$ cat src/rtl/tcp_regs.svh
/*
 register offsets, field positions, reset values and timing counts
 of the transmit cell processor; included by its bare name
*/
`ifndef TCP_REGS_SVH
`define TCP_REGS_SVH

// ****************
// offsets
// ****************
`define TCP_OFS_LOAD_METERS  8'h00
`define TCP_OFS_IDLE_HDR     8'h61
`define TCP_OFS_IDLE_PAY     8'h62
`define TCP_OFS_FIFO_CTRL    8'h63
`define TCP_OFS_CNT_LOW      8'h64
`define TCP_OFS_CNT_MID      8'h65
`define TCP_OFS_CNT_HIGH     8'h66
`define TCP_OFS_CONFIG       8'h67

// ****************
// reset values
// ****************
`define TCP_RST_IDLE_HDR     8'h00
`define TCP_RST_IDLE_PAY     8'h6A
`define TCP_RST_CONFIG       8'h08

// ****************
// fields of fifo control
// ****************
`define TCP_FC_SENSE         7
`define TCP_FC_IRQ_EN        6
`define TCP_FC_ERR           4
`define TCP_FC_DEPTH_HI      3
`define TCP_FC_DEPTH_LO      2
`define TCP_FC_FULL_SEL      1

// ****************
// fields of configuration
// ****************
`define TCP_CF_GFC_HI        7
`define TCP_CF_GFC_LO        4
`define TCP_CF_FIXED_STUFF_ENABLE          3
`define TCP_CF_H4_INS_N      2

// ****************
// cell and spe geometry
// ****************
`define TCP_CELL_BYTES       8'h34
`define TCP_FIFO_BYTES       8'hD0
`define TCP_NEAR_MARGIN      8'h04
`define TCP_STUFF_COL_A      7'h1E
`define TCP_STUFF_COL_B      7'h3B

// ****************
// timing
// ****************
`define TCP_CLK_PERIOD_NS    50
`define TCP_LATCH_VALID_NS   200
`define TCP_LATCH_CYCLES     (`TCP_LATCH_VALID_NS / `TCP_CLK_PERIOD_NS)

`endif

$ cat src/rtl/tcp_pkg.sv
/*
 types shared by the transmit cell processor files
 assumes tcp_regs.svh for all numeric constants
*/
package tcp_pkg;
	typedef logic [7:0] tcp_byte_t;
	typedef enum logic [0:0]
	{
		TCP_SRC_IDLE = 1'b0,
		TCP_SRC_FIFO = 1'b1
	} tcp_src_e;
endpackage : tcp_pkg

$ cat src/rtl/tcp_parity_check.sv
/*
 parity check of one transmit bus byte, registered error pulse
 assumes byte and parity bit are on the same clock
*/
`timescale 1ns/100ps
module tcp_parity_check
(
	// clock and reset
	input  wire logic            i_ref_clk,
	input  wire logic            i_rst_b,
	// byte and check
	input  wire tcp_pkg::tcp_byte_t i_data,
	input  wire logic            i_parity,
	input  wire logic            i_valid,
	input  wire logic            i_even_sense,
	// result
	output logic                 o_error
);
	import tcp_pkg::*;

	logic ones_odd;

	// even sense: total ones even; odd sense: total ones odd
	assign ones_odd = ^{i_data, i_parity};

	always_ff @(posedge i_ref_clk or negedge i_rst_b)
	begin
		if (!i_rst_b)
			o_error <= 1'b0;
		else
			o_error <= i_valid && (ones_odd == i_even_sense); // [RULE_14]
	end
endmodule : tcp_parity_check

$ cat src/rtl/tcp_cell_counter.sv
/*
 saturating cell counter with latch and restart
 assumes count and latch pulses on the same clock
*/
`timescale 1ns/100ps
module tcp_cell_counter
#(
	parameter int WIDTH = 19
)
(
	// clock and reset
	input  wire logic             i_ref_clk,
	input  wire logic             i_rst_b,
	// events
	input  wire logic             i_count,
	input  wire logic             i_latch,
	// latched value
	output logic [WIDTH-1:0]      o_latched
);
	logic [WIDTH-1:0] live;

	if (WIDTH < 1 || WIDTH > 24)
	begin : g_bad_width
		$error("counter width out of range");
	end

	always_ff @(posedge i_ref_clk or negedge i_rst_b)
	begin
		if (!i_rst_b)
			live <= '0;
		else if (i_latch)
			live <= {{(WIDTH-1){1'b0}}, i_count}; // [RULE_16]
		else if (i_count && live != {WIDTH{1'b1}})
			live <= live + 1'b1; // [RULE_24]
	end

	always_ff @(posedge i_ref_clk or negedge i_rst_b)
	begin
		if (!i_rst_b)
			o_latched <= '0;
		else if (i_latch)
			o_latched <= live; // [RULE_16][RULE_17]
	end
endmodule : tcp_cell_counter

$ cat src/rtl/tcp_transmit_cell_processor.sv
/*
 transmit cell processor: four cell fifo, idle cell insertion,
 cell available flag, parity check, cell count, spe byte choice.
 assumes upstream writes and spe byte requests are on i_ref_clk;
 cells are 52 bytes, the header check byte is added downstream.
*/
// The strobed register port is this design's own decision.
// Summary of operation
// RULE_01 - idle cell first octet high nibble comes from idle header flow bits
// RULE_02 - no complete cell waiting means an idle cell is sent instead
// RULE_03 - idle cell path and channel identifier fields are all zero
// RULE_04 - payload type and loss priority fill fourth idle header octet low bits
// RULE_05 - every idle payload octet is the programmed idle payload byte
// RULE_06 - full select: drop when full; else when four or fewer writes left
// RULE_07 - depth field 00..11 sets four, three, two, one cell threshold
// RULE_08 - threshold counts cell being read; rises only after cell read out
// RULE_09 - depth affects only cell available; writes accepted until four cells
// RULE_10 - software should avoid one cell depth; two cells recommended
// RULE_11 - software writes zero to reserved fifo control bits
// RULE_12 - parity mismatch sets error flag; reading fifo control clears it
// RULE_13 - parity interrupt enable routes error flag to active low interrupt
// RULE_14 - parity sense one checks even parity, zero checks odd
// RULE_15 - 19 bit counter counts fifo cells sent, idle cells excluded
// RULE_16 - count register write latches count and restarts at zero or one
// RULE_17 - latched count valid within 200 ns of the trigger write
// RULE_18 - global load meters write also latches the cell count
// RULE_19 - software latches and reads the count about once a second
// RULE_20 - fixed byte field selects 00, 55, AA or FF stuff byte
// RULE_21 - h4 insert low bit one sends zero, else cell offset
// RULE_22 - sts-1 with stuff enabled puts pattern in columns 30 and 59
// RULE_23 - set flow insert bits take flow control bits from serial input
// RULE_24 - internal counter holds at maximum instead of wrapping
`timescale 1ns/100ps
`include "tcp_regs.svh"
module tcp_transmit_cell_processor
(
	// clock and reset
	input  wire logic               i_ref_clk,
	input  wire logic               i_rst_b,
	// register port
	input  wire logic [7:0]         i_reg_addr,
	input  wire tcp_pkg::tcp_byte_t i_reg_wdata,
	input  wire logic               i_reg_wr,
	input  wire logic               i_reg_rd,
	output tcp_pkg::tcp_byte_t      o_reg_rdata,
	// upstream cell writes
	input  wire tcp_pkg::tcp_byte_t i_transmit_data_bus,
	input  wire logic               i_transmit_parity_input,
	input  wire logic               i_tx_write,
	output logic                    o_transmit_cell_available,
	// flow control serial input
	input  wire logic               i_flow_control_serial_in,
	input  wire logic               i_flow_control_shift,
	// spe byte requests
	input  wire logic               i_byte_req,
	input  wire logic               i_byte_is_h4,
	input  wire logic [6:0]         i_spe_column,
	input  wire logic               i_sts1_mode,
	input  wire tcp_pkg::tcp_byte_t i_cell_offset,
	output tcp_pkg::tcp_byte_t      o_spe_byte,
	output logic                    o_spe_valid,
	// interrupt, open drain
	output logic                    o_interrupt_out_n,
	output logic                    o_interrupt_oe
);
	import tcp_pkg::*;

	// ****************
	// registers
	// ****************
	tcp_byte_t        idle_hdr;
	tcp_byte_t        idle_pay;
	tcp_byte_t        config_reg;
	logic             parity_sense_select;
	logic             parity_irq_enable;
	logic [1:0]       fifo_depth_select;
	logic             fill_flag_full_select;
	logic             parity_error_flag;
	logic             parity_error;
	logic             latch_req;
	logic             cnt_event;
	logic [18:0]      transmit_cell_count;
	tcp_byte_t        next_rdata;
	logic             fc_read;

	always_ff @(posedge i_ref_clk or negedge i_rst_b)
	begin
		if (!i_rst_b)
		begin
			idle_hdr              <= `TCP_RST_IDLE_HDR;
			idle_pay              <= `TCP_RST_IDLE_PAY;
			config_reg            <= `TCP_RST_CONFIG;
			parity_sense_select   <= 1'b0;
			parity_irq_enable     <= 1'b0;
			fifo_depth_select     <= 2'h0;
			fill_flag_full_select <= 1'b0;
		end
		else if (i_reg_wr)
		begin
			case (i_reg_addr)
				`TCP_OFS_IDLE_HDR: idle_hdr <= i_reg_wdata;
				`TCP_OFS_IDLE_PAY: idle_pay <= i_reg_wdata;
				`TCP_OFS_CONFIG:   config_reg <= i_reg_wdata;
				`TCP_OFS_FIFO_CTRL:
				begin
					parity_sense_select   <= i_reg_wdata[`TCP_FC_SENSE];
					parity_irq_enable     <= i_reg_wdata[`TCP_FC_IRQ_EN];
					fifo_depth_select     <= i_reg_wdata[`TCP_FC_DEPTH_HI:`TCP_FC_DEPTH_LO];
					fill_flag_full_select <= i_reg_wdata[`TCP_FC_FULL_SEL];
				end
				default: ;
			endcase
		end
	end

	// ****************
	// read port
	// ****************
	assign fc_read = i_reg_rd && i_reg_addr == `TCP_OFS_FIFO_CTRL;

	always_comb
	begin
		next_rdata = 8'h00;
		case (i_reg_addr)
			`TCP_OFS_IDLE_HDR:  next_rdata = idle_hdr;
			`TCP_OFS_IDLE_PAY:  next_rdata = idle_pay;
			`TCP_OFS_CONFIG:    next_rdata = config_reg;
			`TCP_OFS_CNT_LOW:   next_rdata = transmit_cell_count[7:0];
			`TCP_OFS_CNT_MID:   next_rdata = transmit_cell_count[15:8];
			`TCP_OFS_CNT_HIGH:  next_rdata = {5'h00, transmit_cell_count[18:16]};
			`TCP_OFS_FIFO_CTRL:
				next_rdata = {parity_sense_select, parity_irq_enable, 1'b0,
					parity_error_flag, fifo_depth_select, fill_flag_full_select, 1'b0};
			default:            next_rdata = 8'h00;
		endcase
	end

	always_ff @(posedge i_ref_clk or negedge i_rst_b)
	begin
		if (!i_rst_b)
			o_reg_rdata <= 8'h00;
		else if (i_reg_rd)
			o_reg_rdata <= next_rdata;
		else
			o_reg_rdata <= 8'h00;
	end

	// ****************
	// parity flag and interrupt
	// ****************
	tcp_parity_check u_parity
	(
		.i_ref_clk    (i_ref_clk),
		.i_rst_b      (i_rst_b),
		.i_data       (i_transmit_data_bus),
		.i_parity     (i_transmit_parity_input),
		.i_valid      (i_tx_write),
		.i_even_sense (parity_sense_select),
		.o_error      (parity_error)
	);

	always_ff @(posedge i_ref_clk or negedge i_rst_b)
	begin
		if (!i_rst_b)
			parity_error_flag <= 1'b0;
		else if (parity_error)
			parity_error_flag <= 1'b1; // [RULE_12]
		else if (fc_read)
			parity_error_flag <= 1'b0; // [RULE_12]
	end

	assign o_interrupt_out_n = 1'b0;

	always_ff @(posedge i_ref_clk or negedge i_rst_b)
	begin
		if (!i_rst_b)
			o_interrupt_oe <= 1'b0;
		else
			o_interrupt_oe <= parity_error_flag && parity_irq_enable; // [RULE_13]
	end

	// ****************
	// cell fifo
	// ****************
	tcp_byte_t  mem [0:207];
	logic [7:0] wr_ptr;
	logic [7:0] rd_ptr;
	logic [7:0] occ;
	logic [7:0] wr_idx;
	logic [7:0] out_idx;
	logic [2:0] ready_cells;
	logic [7:0] threshold;
	logic [7:0] depth_bytes;
	logic       wr_acc;
	logic       wr_done;
	logic       rd_take;
	logic       rd_done;
	logic       cell_slot;
	logic       stuff_col;
	tcp_src_e   src;
	tcp_src_e   cur_src;

	assign wr_acc  = i_tx_write && occ < `TCP_FIFO_BYTES; // [RULE_09]
	assign wr_done = wr_acc && wr_idx == `TCP_CELL_BYTES - 8'h01;

	always_ff @(posedge i_ref_clk)
	begin
		if (wr_acc)
			mem[wr_ptr] <= i_transmit_data_bus;
	end

	always_ff @(posedge i_ref_clk or negedge i_rst_b)
	begin
		if (!i_rst_b)
		begin
			wr_ptr <= 8'h00;
			wr_idx <= 8'h00;
		end
		else if (wr_acc)
		begin
			wr_ptr <= (wr_ptr == `TCP_FIFO_BYTES - 8'h01) ? 8'h00 : wr_ptr + 8'h01;
			wr_idx <= wr_done ? 8'h00 : wr_idx + 8'h01;
		end
	end

	// ****************
	// cell source selection
	// ****************
	assign stuff_col = i_sts1_mode && config_reg[`TCP_CF_FIXED_STUFF_ENABLE]
		&& (i_spe_column == `TCP_STUFF_COL_A || i_spe_column == `TCP_STUFF_COL_B);
	assign cell_slot = i_byte_req && !i_byte_is_h4 && !stuff_col; // [RULE_22]
	assign cur_src   = (out_idx != 8'h00) ? src
		: (ready_cells != 3'h0) ? TCP_SRC_FIFO : TCP_SRC_IDLE; // [RULE_02]
	assign rd_take   = cell_slot && cur_src == TCP_SRC_FIFO;
	assign rd_done   = rd_take && out_idx == `TCP_CELL_BYTES - 8'h01;
	assign cnt_event = rd_done; // [RULE_15]

	always_ff @(posedge i_ref_clk or negedge i_rst_b)
	begin
		if (!i_rst_b)
		begin
			src     <= TCP_SRC_IDLE;
			out_idx <= 8'h00;
		end
		else if (cell_slot)
		begin
			src     <= cur_src;
			out_idx <= (out_idx == `TCP_CELL_BYTES - 8'h01) ? 8'h00 : out_idx + 8'h01;
		end
	end

	always_ff @(posedge i_ref_clk or negedge i_rst_b)
	begin
		if (!i_rst_b)
			rd_ptr <= 8'h00;
		else if (rd_take)
			rd_ptr <= (rd_ptr == `TCP_FIFO_BYTES - 8'h01) ? 8'h00 : rd_ptr + 8'h01;
	end

	// occupancy keeps the cell under read until its last byte leaves
	always_ff @(posedge i_ref_clk or negedge i_rst_b)
	begin
		if (!i_rst_b)
		begin
			occ         <= 8'h00;
			ready_cells <= 3'h0;
		end
		else
		begin
			occ <= occ + {7'h00, wr_acc} - (rd_done ? `TCP_CELL_BYTES : 8'h00); // [RULE_08]
			ready_cells <= ready_cells + {2'h0, wr_done} - {2'h0, rd_done};
		end
	end

	// ****************
	// cell available
	// ****************
	always_comb
	begin
		case (fifo_depth_select)
			2'h0:    depth_bytes = 8'hD0; // [RULE_07]
			2'h1:    depth_bytes = 8'h9C;
			2'h2:    depth_bytes = 8'h68;
			2'h3:    depth_bytes = 8'h34;
			default: depth_bytes = 8'hD0;
		endcase
		threshold = fill_flag_full_select ? depth_bytes
			: depth_bytes - `TCP_NEAR_MARGIN; // [RULE_06]
	end

	always_ff @(posedge i_ref_clk or negedge i_rst_b)
	begin
		if (!i_rst_b)
			o_transmit_cell_available <= 1'b0;
		else
			o_transmit_cell_available <= occ < threshold; // [RULE_08]
	end

	// ****************
	// flow control serial bits
	// ****************
	logic [3:0] gfc_serial;
	logic [3:0] gfc_base;
	logic [3:0] gfc_mask;

	always_ff @(posedge i_ref_clk or negedge i_rst_b)
	begin
		if (!i_rst_b)
			gfc_serial <= 4'h0;
		else if (i_flow_control_shift)
			gfc_serial <= {gfc_serial[2:0], i_flow_control_serial_in};
	end

	assign gfc_mask = config_reg[`TCP_CF_GFC_HI:`TCP_CF_GFC_LO];
	assign gfc_base = (cur_src == TCP_SRC_IDLE) ? idle_hdr[7:4] // [RULE_01]
		: mem[rd_ptr][7:4];

	// ****************
	// outgoing byte
	// ****************
	tcp_byte_t next_spe_byte;
	tcp_byte_t fix_byte;

	always_comb
	begin
		case (config_reg[1:0])
			2'h0:    fix_byte = 8'h00; // [RULE_20]
			2'h1:    fix_byte = 8'h55;
			2'h2:    fix_byte = 8'hAA;
			2'h3:    fix_byte = 8'hFF;
			default: fix_byte = 8'h00;
		endcase
	end

	always_comb
	begin
		next_spe_byte = 8'h00;
		if (i_byte_is_h4)
			next_spe_byte = config_reg[`TCP_CF_H4_INS_N] ? 8'h00 : i_cell_offset; // [RULE_21]
		else if (stuff_col)
			next_spe_byte = fix_byte; // [RULE_22]
		else if (out_idx == 8'h00)
			next_spe_byte = {(gfc_mask & gfc_serial) | (~gfc_mask & gfc_base), // [RULE_23]
				(cur_src == TCP_SRC_IDLE) ? 4'h0 : mem[rd_ptr][3:0]};
		else if (cur_src == TCP_SRC_FIFO)
			next_spe_byte = mem[rd_ptr];
		else if (out_idx == 8'h03)
			next_spe_byte = {4'h0, idle_hdr[3:0]}; // [RULE_04]
		else if (out_idx < 8'h03)
			next_spe_byte = 8'h00; // [RULE_03]
		else
			next_spe_byte = idle_pay; // [RULE_05]
	end

	always_ff @(posedge i_ref_clk or negedge i_rst_b)
	begin
		if (!i_rst_b)
		begin
			o_spe_byte  <= 8'h00;
			o_spe_valid <= 1'b0;
		end
		else
		begin
			o_spe_byte  <= next_spe_byte;
			o_spe_valid <= i_byte_req;
		end
	end

	// ****************
	// cell counter
	// ****************
	assign latch_req = i_reg_wr && (i_reg_addr == `TCP_OFS_CNT_LOW // [RULE_16]
		|| i_reg_addr == `TCP_OFS_CNT_MID || i_reg_addr == `TCP_OFS_CNT_HIGH
		|| i_reg_addr == `TCP_OFS_LOAD_METERS); // [RULE_18]

	tcp_cell_counter #(.WIDTH(19)) u_count
	(
		.i_ref_clk (i_ref_clk),
		.i_rst_b   (i_rst_b),
		.i_count   (cnt_event),
		.i_latch   (latch_req),
		.o_latched (transmit_cell_count)
	);
endmodule : tcp_transmit_cell_processor

$ cat config.mk
export PLATFORM = sky130hd
export DESIGN_NAME = tcp_transmit_cell_processor
export DESIGN_NICKNAME = d
export VERILOG_FILES = /design/src/rtl/tcp_pkg.sv /design/src/rtl/tcp_parity_check.sv /design/src/rtl/tcp_cell_counter.sv /design/src/rtl/tcp_transmit_cell_processor.sv
export VERILOG_INCLUDE_DIRS = /design/src /design/src/rtl
export SDC_FILE = /design/constraint.sdc
export NUM_CORES = 2
export LEC_CHECK = 0
export BUFFER_PORTS_ARGS = -buffer_cell sky130_fd_sc_hd__buf_4
export CAP_MARGIN = 10
export CORE_ASPECT_RATIO = 1.25
export CORE_MARGIN = 2
export CORE_UTILIZATION = 50
export CTS_BUF_LIST = sky130_fd_sc_hd__clkbuf_4
export CTS_CLUSTER_DIAMETER = 60
export DETAILED_ROUTE_END_ITERATION = 8
export PLACE_DENSITY = 0.68
export SLEW_MARGIN = 20
export SYNTH_ARGS = -nofsm -noshare
export SYNTH_HDL_FRONTEND = slang
export SYNTH_SLANG_ARGS = --single-unit
$ cat constraint.sdc
create_clock -name i_ref_clk -period 6 [get_ports i_ref_clk]
set_clock_uncertainty 0.1 [all_clocks]
set_input_delay 1.2 -clock i_ref_clk [delete_from_list [all_inputs] [get_ports i_ref_clk]]
set_output_delay 1.2 -clock i_ref_clk [all_outputs]
set_load 0.01 [all_outputs]
After elaboration in Yosys (flattened, before gate mapping)
Memories as Yosys holds them, arrays and structs flattened.
Cells that the tools add are included.
Widths: inputs -> output; s select.
{"block": "op_classes", "n_addsub": 10, "n_mul": 0, "n_div": 0, "n_lt_le_gt_ge": 3, "n_eq_ne": 22, "shift": 0, "n_mux": 27, "bitwise": 4, "reduce_logical": 32}
{"cell": "$mux 8", "n": 13}
{"cell": "$pmux 8 s4", "n": 2}
{"cell": "$eq 8x7->1 const B", "n": 7}
{"cell": "$pmux 8 s7", "n": 1}
{"cell": "$mux 19", "n": 2}
{"cell": "$add 8x1->8 const B", "n": 4}
{"cell": "$add 19x1->19 const B", "n": 1}
{"cell": "$ne 19x19->1 const B", "n": 1}
{"cell": "$eq 8x6->1 const B", "n": 2}
{"cell": "$eq 8x8->1 const B", "n": 2}
{"cell": "$logic_not 8->1", "n": 2}
{"cell": "$logic_and 1x1->1", "n": 13}
{"cell": "$reduce_xor 9->1", "n": 1}
{"cell": "$add 8x1->8", "n": 1}
{"cell": "$and 4x4->4", "n": 2}
{"cell": "$eq 2x2->1 const B", "n": 4}
{"cell": "$eq 8x2->1 const B", "n": 1}
{"cell": "$lt 8x2->1 const B", "n": 1}
{"cell": "$lt 8x8->1", "n": 1}
{"cell": "$lt 8x8->1 const B", "n": 1}
{"cell": "$mux 4", "n": 2}
{"cell": "$reduce_and 2->1", "n": 4}
{"cell": "$reduce_bool 8->1", "n": 1}
{"cell": "$sub 8x3->8 const B", "n": 1}
{"cell": "other kinds (16)", "n": 28}
{"block": "totals", "regBits": 136, "latchBits": 0, "ram_bits": 1664, "rom_bits": 0, "n_memories": 1}
{"name": "mem", "depth": 208, "word_bits": 8, "rd": 1, "rd_clocked_by_memory_dff": 0, "wr": 1, "line": "tcp_transmit_cell_processor.sv:185", "source": "tcp_byte_t mem [0:207];"}

Longest topological paths before layout
{"block": "depth", "ltp_word": 10, "ltp_mapped": 17, "depth_no_buf": 16}

By module
A second synthesis with hierarchy kept.
{"block": "hier_totals", "hier_cells": 3651, "area_unflattened_um2": 71914.0}
{"mod": "tcp_transmit_cell_processor", "instances": 1, "cells_each": 3489, "area_per_inst_um2": 70024.7}
{"mod": "tcp_cell_counter", "instances": 1, "cells_each": 152, "area_per_inst_um2": 1774.2}
{"mod": "tcp_parity_check", "instances": 1, "cells_each": 10, "area_per_inst_um2": 115.1}

Worst setup path before layout
Ideal clock, no wire load.
{"block": "synth_timing", "path_type": "input port to flip-flop", "startpoint": "input i_spe_column[5]", "endpoint": "register occ[7]", "setup_time_ns": 0.079, "arrival_ns": 4.130, "setup_slack_ns": 1.691, "stages": 15, "n_path_buf": 0, "path_cell_list": "and3b_1 o2111ai_1 nand3_1 nor2_1 nand2_1 ha_1 inv_1 ha_1 a211oi_1 nor2b_1 o21a_1 o21ai_0 nand2b_1 a21oi_1 xor2_1"}
{"block": "synth_between", "elab_chain_cells": 9, "elab_cells_between_ends": 10}
{"item": "start, declared", "line": "tcp_transmit_cell_processor.sv:57", "source": "input wire logic [6:0] i_spe_column,"}
{"item": "$eq 7x5->1 (no line) or $eq 7x6->1 (tied branches)"}
{"item": "$logic_or 1x1->1 (no line) *"}
{"item": "$logic_and 1x1->1 *", "line": "tcp_transmit_cell_processor.sv:229", "source": "assign stuff_col = i_sts1_mode && config_reg[`TCP_CF_FIXED_STUFF_ENABLE]"}
{"item": "$logic_not 1->1 *", "line": "tcp_transmit_cell_processor.sv:231", "source": "assign cell_slot = i_byte_req && !i_byte_is_h4 && !stuff_col;"}
{"item": "$logic_and 1x1->1 *", "line": "tcp_transmit_cell_processor.sv:231"}
{"item": "$logic_and 1x1->1 *", "line": "tcp_transmit_cell_processor.sv:234", "source": "assign rd_take = cell_slot && cur_src == TCP_SRC_FIFO;"}
{"item": "$logic_and 1x1->1 *", "line": "tcp_transmit_cell_processor.sv:235", "source": "assign rd_done = rd_take && out_idx == `TCP_CELL_BYTES - 8'h01;"}
{"item": "$mux 6 *", "line": "tcp_transmit_cell_processor.sv:270", "source": "occ <= occ + {7'h00, wr_acc} - (rd_done ? `TCP_CELL_BYTES : 8'h00);"}
{"item": "$sub 8x6->8 *", "line": "tcp_transmit_cell_processor.sv:270"}
{"item": "end signal, assigned", "line": "tcp_transmit_cell_processor.sv:270"}
{"item": "end, declared", "line": "tcp_transmit_cell_processor.sv:188", "source": "logic [7:0] occ;"}
Every way passes the cells marked *; elsewhere a longest branch is shown, timed or not.
A chain may end at the register's enable or synchronous reset.

Worst setup path in the final report
{"block": "layout_timing", "startpoint": "register rd_ptr[1]", "endpoint": "register o_spe_byte[2]"}
{"block": "layout_between", "elab_chain_cells": 5, "elab_cells_between_ends": 6}
{"item": "start, declared", "line": "tcp_transmit_cell_processor.sv:187", "source": "logic [7:0] rd_ptr;"}
{"item": "start signal, assigned", "line": "tcp_transmit_cell_processor.sv:257", "source": "rd_ptr <= (rd_ptr == `TCP_FIFO_BYTES - 8'h01) ? 8'h00 : rd_ptr + 8'h01;"}
{"item": "$mem_v2 208x8 *"}
{"item": "$mux 8 or $mux 4 (tied branches)", "line": "tcp_transmit_cell_processor.sv:345, tcp_transmit_cell_processor.sv:344"}
{"item": "$mux 8 *", "line": "tcp_transmit_cell_processor.sv:342", "source": "else if (out_idx == 8'h00)"}
{"item": "$mux 8 *", "line": "tcp_transmit_cell_processor.sv:340", "source": "else if (stuff_col)"}
{"item": "$mux 8 *", "line": "tcp_transmit_cell_processor.sv:338", "source": "if (i_byte_is_h4)"}
{"item": "named net next_spe_byte[2]", "line": "tcp_transmit_cell_processor.sv:321", "source": "tcp_byte_t next_spe_byte;"}
{"item": "end signal, assigned", "line": "tcp_transmit_cell_processor.sv:364", "source": "o_spe_byte <= next_spe_byte;"}
{"item": "end, declared", "line": "tcp_transmit_cell_processor.sv:60", "source": "output tcp_pkg::tcp_byte_t o_spe_byte,"}
The timed path passes the listed nets; every way through them passes the cells marked *.

==> results.yml <==
worst_setup_path:
  start_kind: "flop"
  path_cells: "buf_4, mux4_2, nand2_1, a21oi_1, nor2_1, a2111oi_0, o21ai_0, o32ai_1"
  reg2reg_to: "o_spe_byte[2]"
  ff2ff_path_depth: 8
  critPathBufInv: 1
  max_stage_delay_ps: 1080
  cpLargestDelayFamily: "compound AO/OA/AOI/OAI gates"
  critPathRequiredTime_ps: 7090
  end_kind: "flop"
  slowest_stage: "dfrtp_4"
  critPathArrivalTime_ps: 5440
  crit_fanout: 45
  rr_startpoint: "rd_ptr[1]"
  crit_type: "flop to flop"
  r2r_slack_ps: 1640
global_routing:
  grt_usage_pct: 25.3
  met3_usage_pct: 6.43
  grt_pass1_vias: 39000
  use_met2_pct: 41.4
  busiest_layer: "met2"
  antenna_found_initial: 6
  use_met1_pct: 31.8
  grt_max_degree: 171
  grt_pass1_wl_um: 265000
  grt_overflow_total: 0
finish:
  top_regs: "mem (1664), u_count.live (19), u_count.o_latched (19)"
  syn2layout_area_growth_pct: 11.1
  fill_cells: 10800
  largest_reg_flops: 1664
  layout.nets: 4134
  regMostFlops: "mem"
  final_util_pct: 55.8
  drive_above_1_share_pct: 29.2
routing:
  drt_first_iter_violations: 4408
  wl_per_cell_um: 29.4
  post_drt_via_cell_ratio: 6.13
  vias: 38300
  wirelength_um: 183000
  drtPass1Iterations: 5
  final_antenna_net_count: 0
  drc_errors: 0
yosys:
  syn_area_mm2: 0.0716
  synth-main-ff-cell: "edfxtp_1"
  avgSynthCellArea_um2: 19.5
  synth_xor_area_share_pct: 0.489
  yosys.area_share.simple_pct: 3.67
  synth.net_count: 3754
  synth_cells: 3669
  synth_top_family_by_area: "multiplexers"
  synth_seq_cells: 1800
  synth_seq_area_share_pct: 74.5
  synth_cell_types: 90
  synthMuxAreaShare_pct: 15.3
  synth_edf_count: 1664
  synth_compound_area_share_pct: 3.67
  yosysTopAreaCellShare_pct: 69.8
  synth_fa_ha_area_share_pct: 0.622
  yosysTopAreaCell: "edfxtp_1"
  synth_area_leaders: "edfxtp_1 (70%), mux4_2 (13%), dfrtp_1 (4.6%)"
  yosys_warnings: 0
  synth_async_sr_flop_share_pct: 7.56
floorplan:
  initial_core_util_pct: 50.2
  die_y_um: 427
  fp.dieW_um: 343
  core_area_mm2: 0.143
  die-area_mm2: 0.146
  row_count: 155
  pin_count: 70
pwr:
  leakage_nw: 26.3
  max-vdd-ir-drop_uv: 263
  p_total_mw: 31.5
  power_density_mw_per_mm2: 396
clocking:
  cts_made_buffers: 417
  path_clk_slew_ps: 70
  cts_setup_buffers: 0
  h-tree-depth: 5
  clock_sinks: 1800
  clockRootBuffer: "clkbuf_4"
  clk_path_buf_depth: 4
  clock_latency_ps: 1350
  cts_tree: "yes"
flow_run:
  cap_violations: 0
place:
  dp_hpwl_um: 112000
  io_buffers: 68
  routabilityCongestion: 0.908
sta:
  slew_violations: 0
  grt_setup_unrepaired: "no"
  maxSlewHeadroom_pct: 20.1
  setup_violations: 0
  finalCritPeriodShare_pct: 72.6
  tns_ps: 0
  clock.fmax_mhz: 230
  tightest_slew_ps: 1190
  hold_viol_final: 0
  period_needed_ps: 4360
min_path:
  hold_start: "i_cell_offset[3]"
  hold_path_class: "input port to flop"
  hold_path_end: "o_spe_byte[3]"
  min_path_cells: 3
outcome:
  status: "finished clean"
==> cell type report <==
type                    instances  area [µm²]  share of cell area, %
flip-flops and latches       1800       53400                   67.1
multi-input cells            1630       17100                   21.5
clock buffers                 590        4430                   5.57
well taps                    1884        2360                   2.96
repair buffers                163        1500                   1.88
clock inverters               127         678                  0.852
inverters                      37         144                  0.181
diodes                          8        20.0                 0.0252
==> cells in the mapped netlist, types with 35 or more instances <==
cell and number:
mux2i_1 149, clkbuf_1 99, dfrtp_1 131, xnor2_1 35, a22oi_1 42, mux4_2 402
a21oi_1 64, edfxtp_1 1664, o21ai_0 70, nand2_1 159, buf_2 43, mux2_2 35
nor2_1 278
==> per-layer routing <==
metal	share of wire [%]	wire length (µm)	up-vias
met5	0.024	44	-
met4	4.6	8410	6
li1	-	-	16000
met1	37	67300	19800
met3	9.0	16500	415
met2	50	90900	2016
==> logic make-up after synthesis <==
kind of cell | count (synthesis)
adders and majority gates | 35
and+or+nand+nor | 594
AOI/OAI and AO/OA | 374
muxes | 586
DFF | 1800
other | 1
buffers and inverters | 239
xor gates and xnor gates | 40
==> worst min-delay path, stage by stage <==
cell and delay, ps:
buf_4 120, a21oi_1 110, a31oi_1 60
==> how the worst max path moves through the flow <==
stage / from / endpoint / cells past startpoint
after floorplan: i_spe_column[5] / occ[7] / 15
after global placement: i_spe_column[5] / occ[7] / 17
after detailed placement: i_spe_column[5] / occ[7] / 17
after CTS: occ[6] / mem[117][4] / 6
after global routing: occ[6] / mem[101][2] / 6
final: rd_ptr[1] / o_spe_byte[2] / 8
==> per-stage QoR <==
step | std cells | setup WS [ps] | cell area (µm²) | hold slack [ps]
3_5_place_dp | 5499 | 1100 | 74300 | 327
4_1_cts | 6231 | 1810 | 79600 | 20.8
6_report | 6239 | 1640 | 79600 | 154
3_3_place_gp | 5499 | 1110 | 74300 | 332
5_1_grt | 6239 | 1540 | 79600 | 68.6
2_1_floorplan | 3669 | 1690 | 71600 | 308
==> cell usage in the layout (no fill, tap or decap), types with 35 or more instances in the layout <==
master,n
edfxtp_1,1664
clkbuf_4,590
mux4_2,402
nor2_1,276
mux2i_1,149
nand2_1,146
dfrtp_1,126
buf_4,123
clkinv_1,90
o21ai_0,70
a21oi_1,64
a22oi_1,42
xnor2_1,35
mux2_2,35
==> power breakdown <==
group / total, mW / switching (mW) / internal [mW]
clock: 9.45 / 4.67 / 4.78
sequential: 14.3 / 0.345 / 13.9
combinational: 7.79 / 4.41 / 3.38
==> timing repair <==
action,CTS,global route
hold buffers,15,0
resized for setup,0,0
endpoints found under the hold margin,113,0
Note: power is estimated with default switching activity, not from simulation.
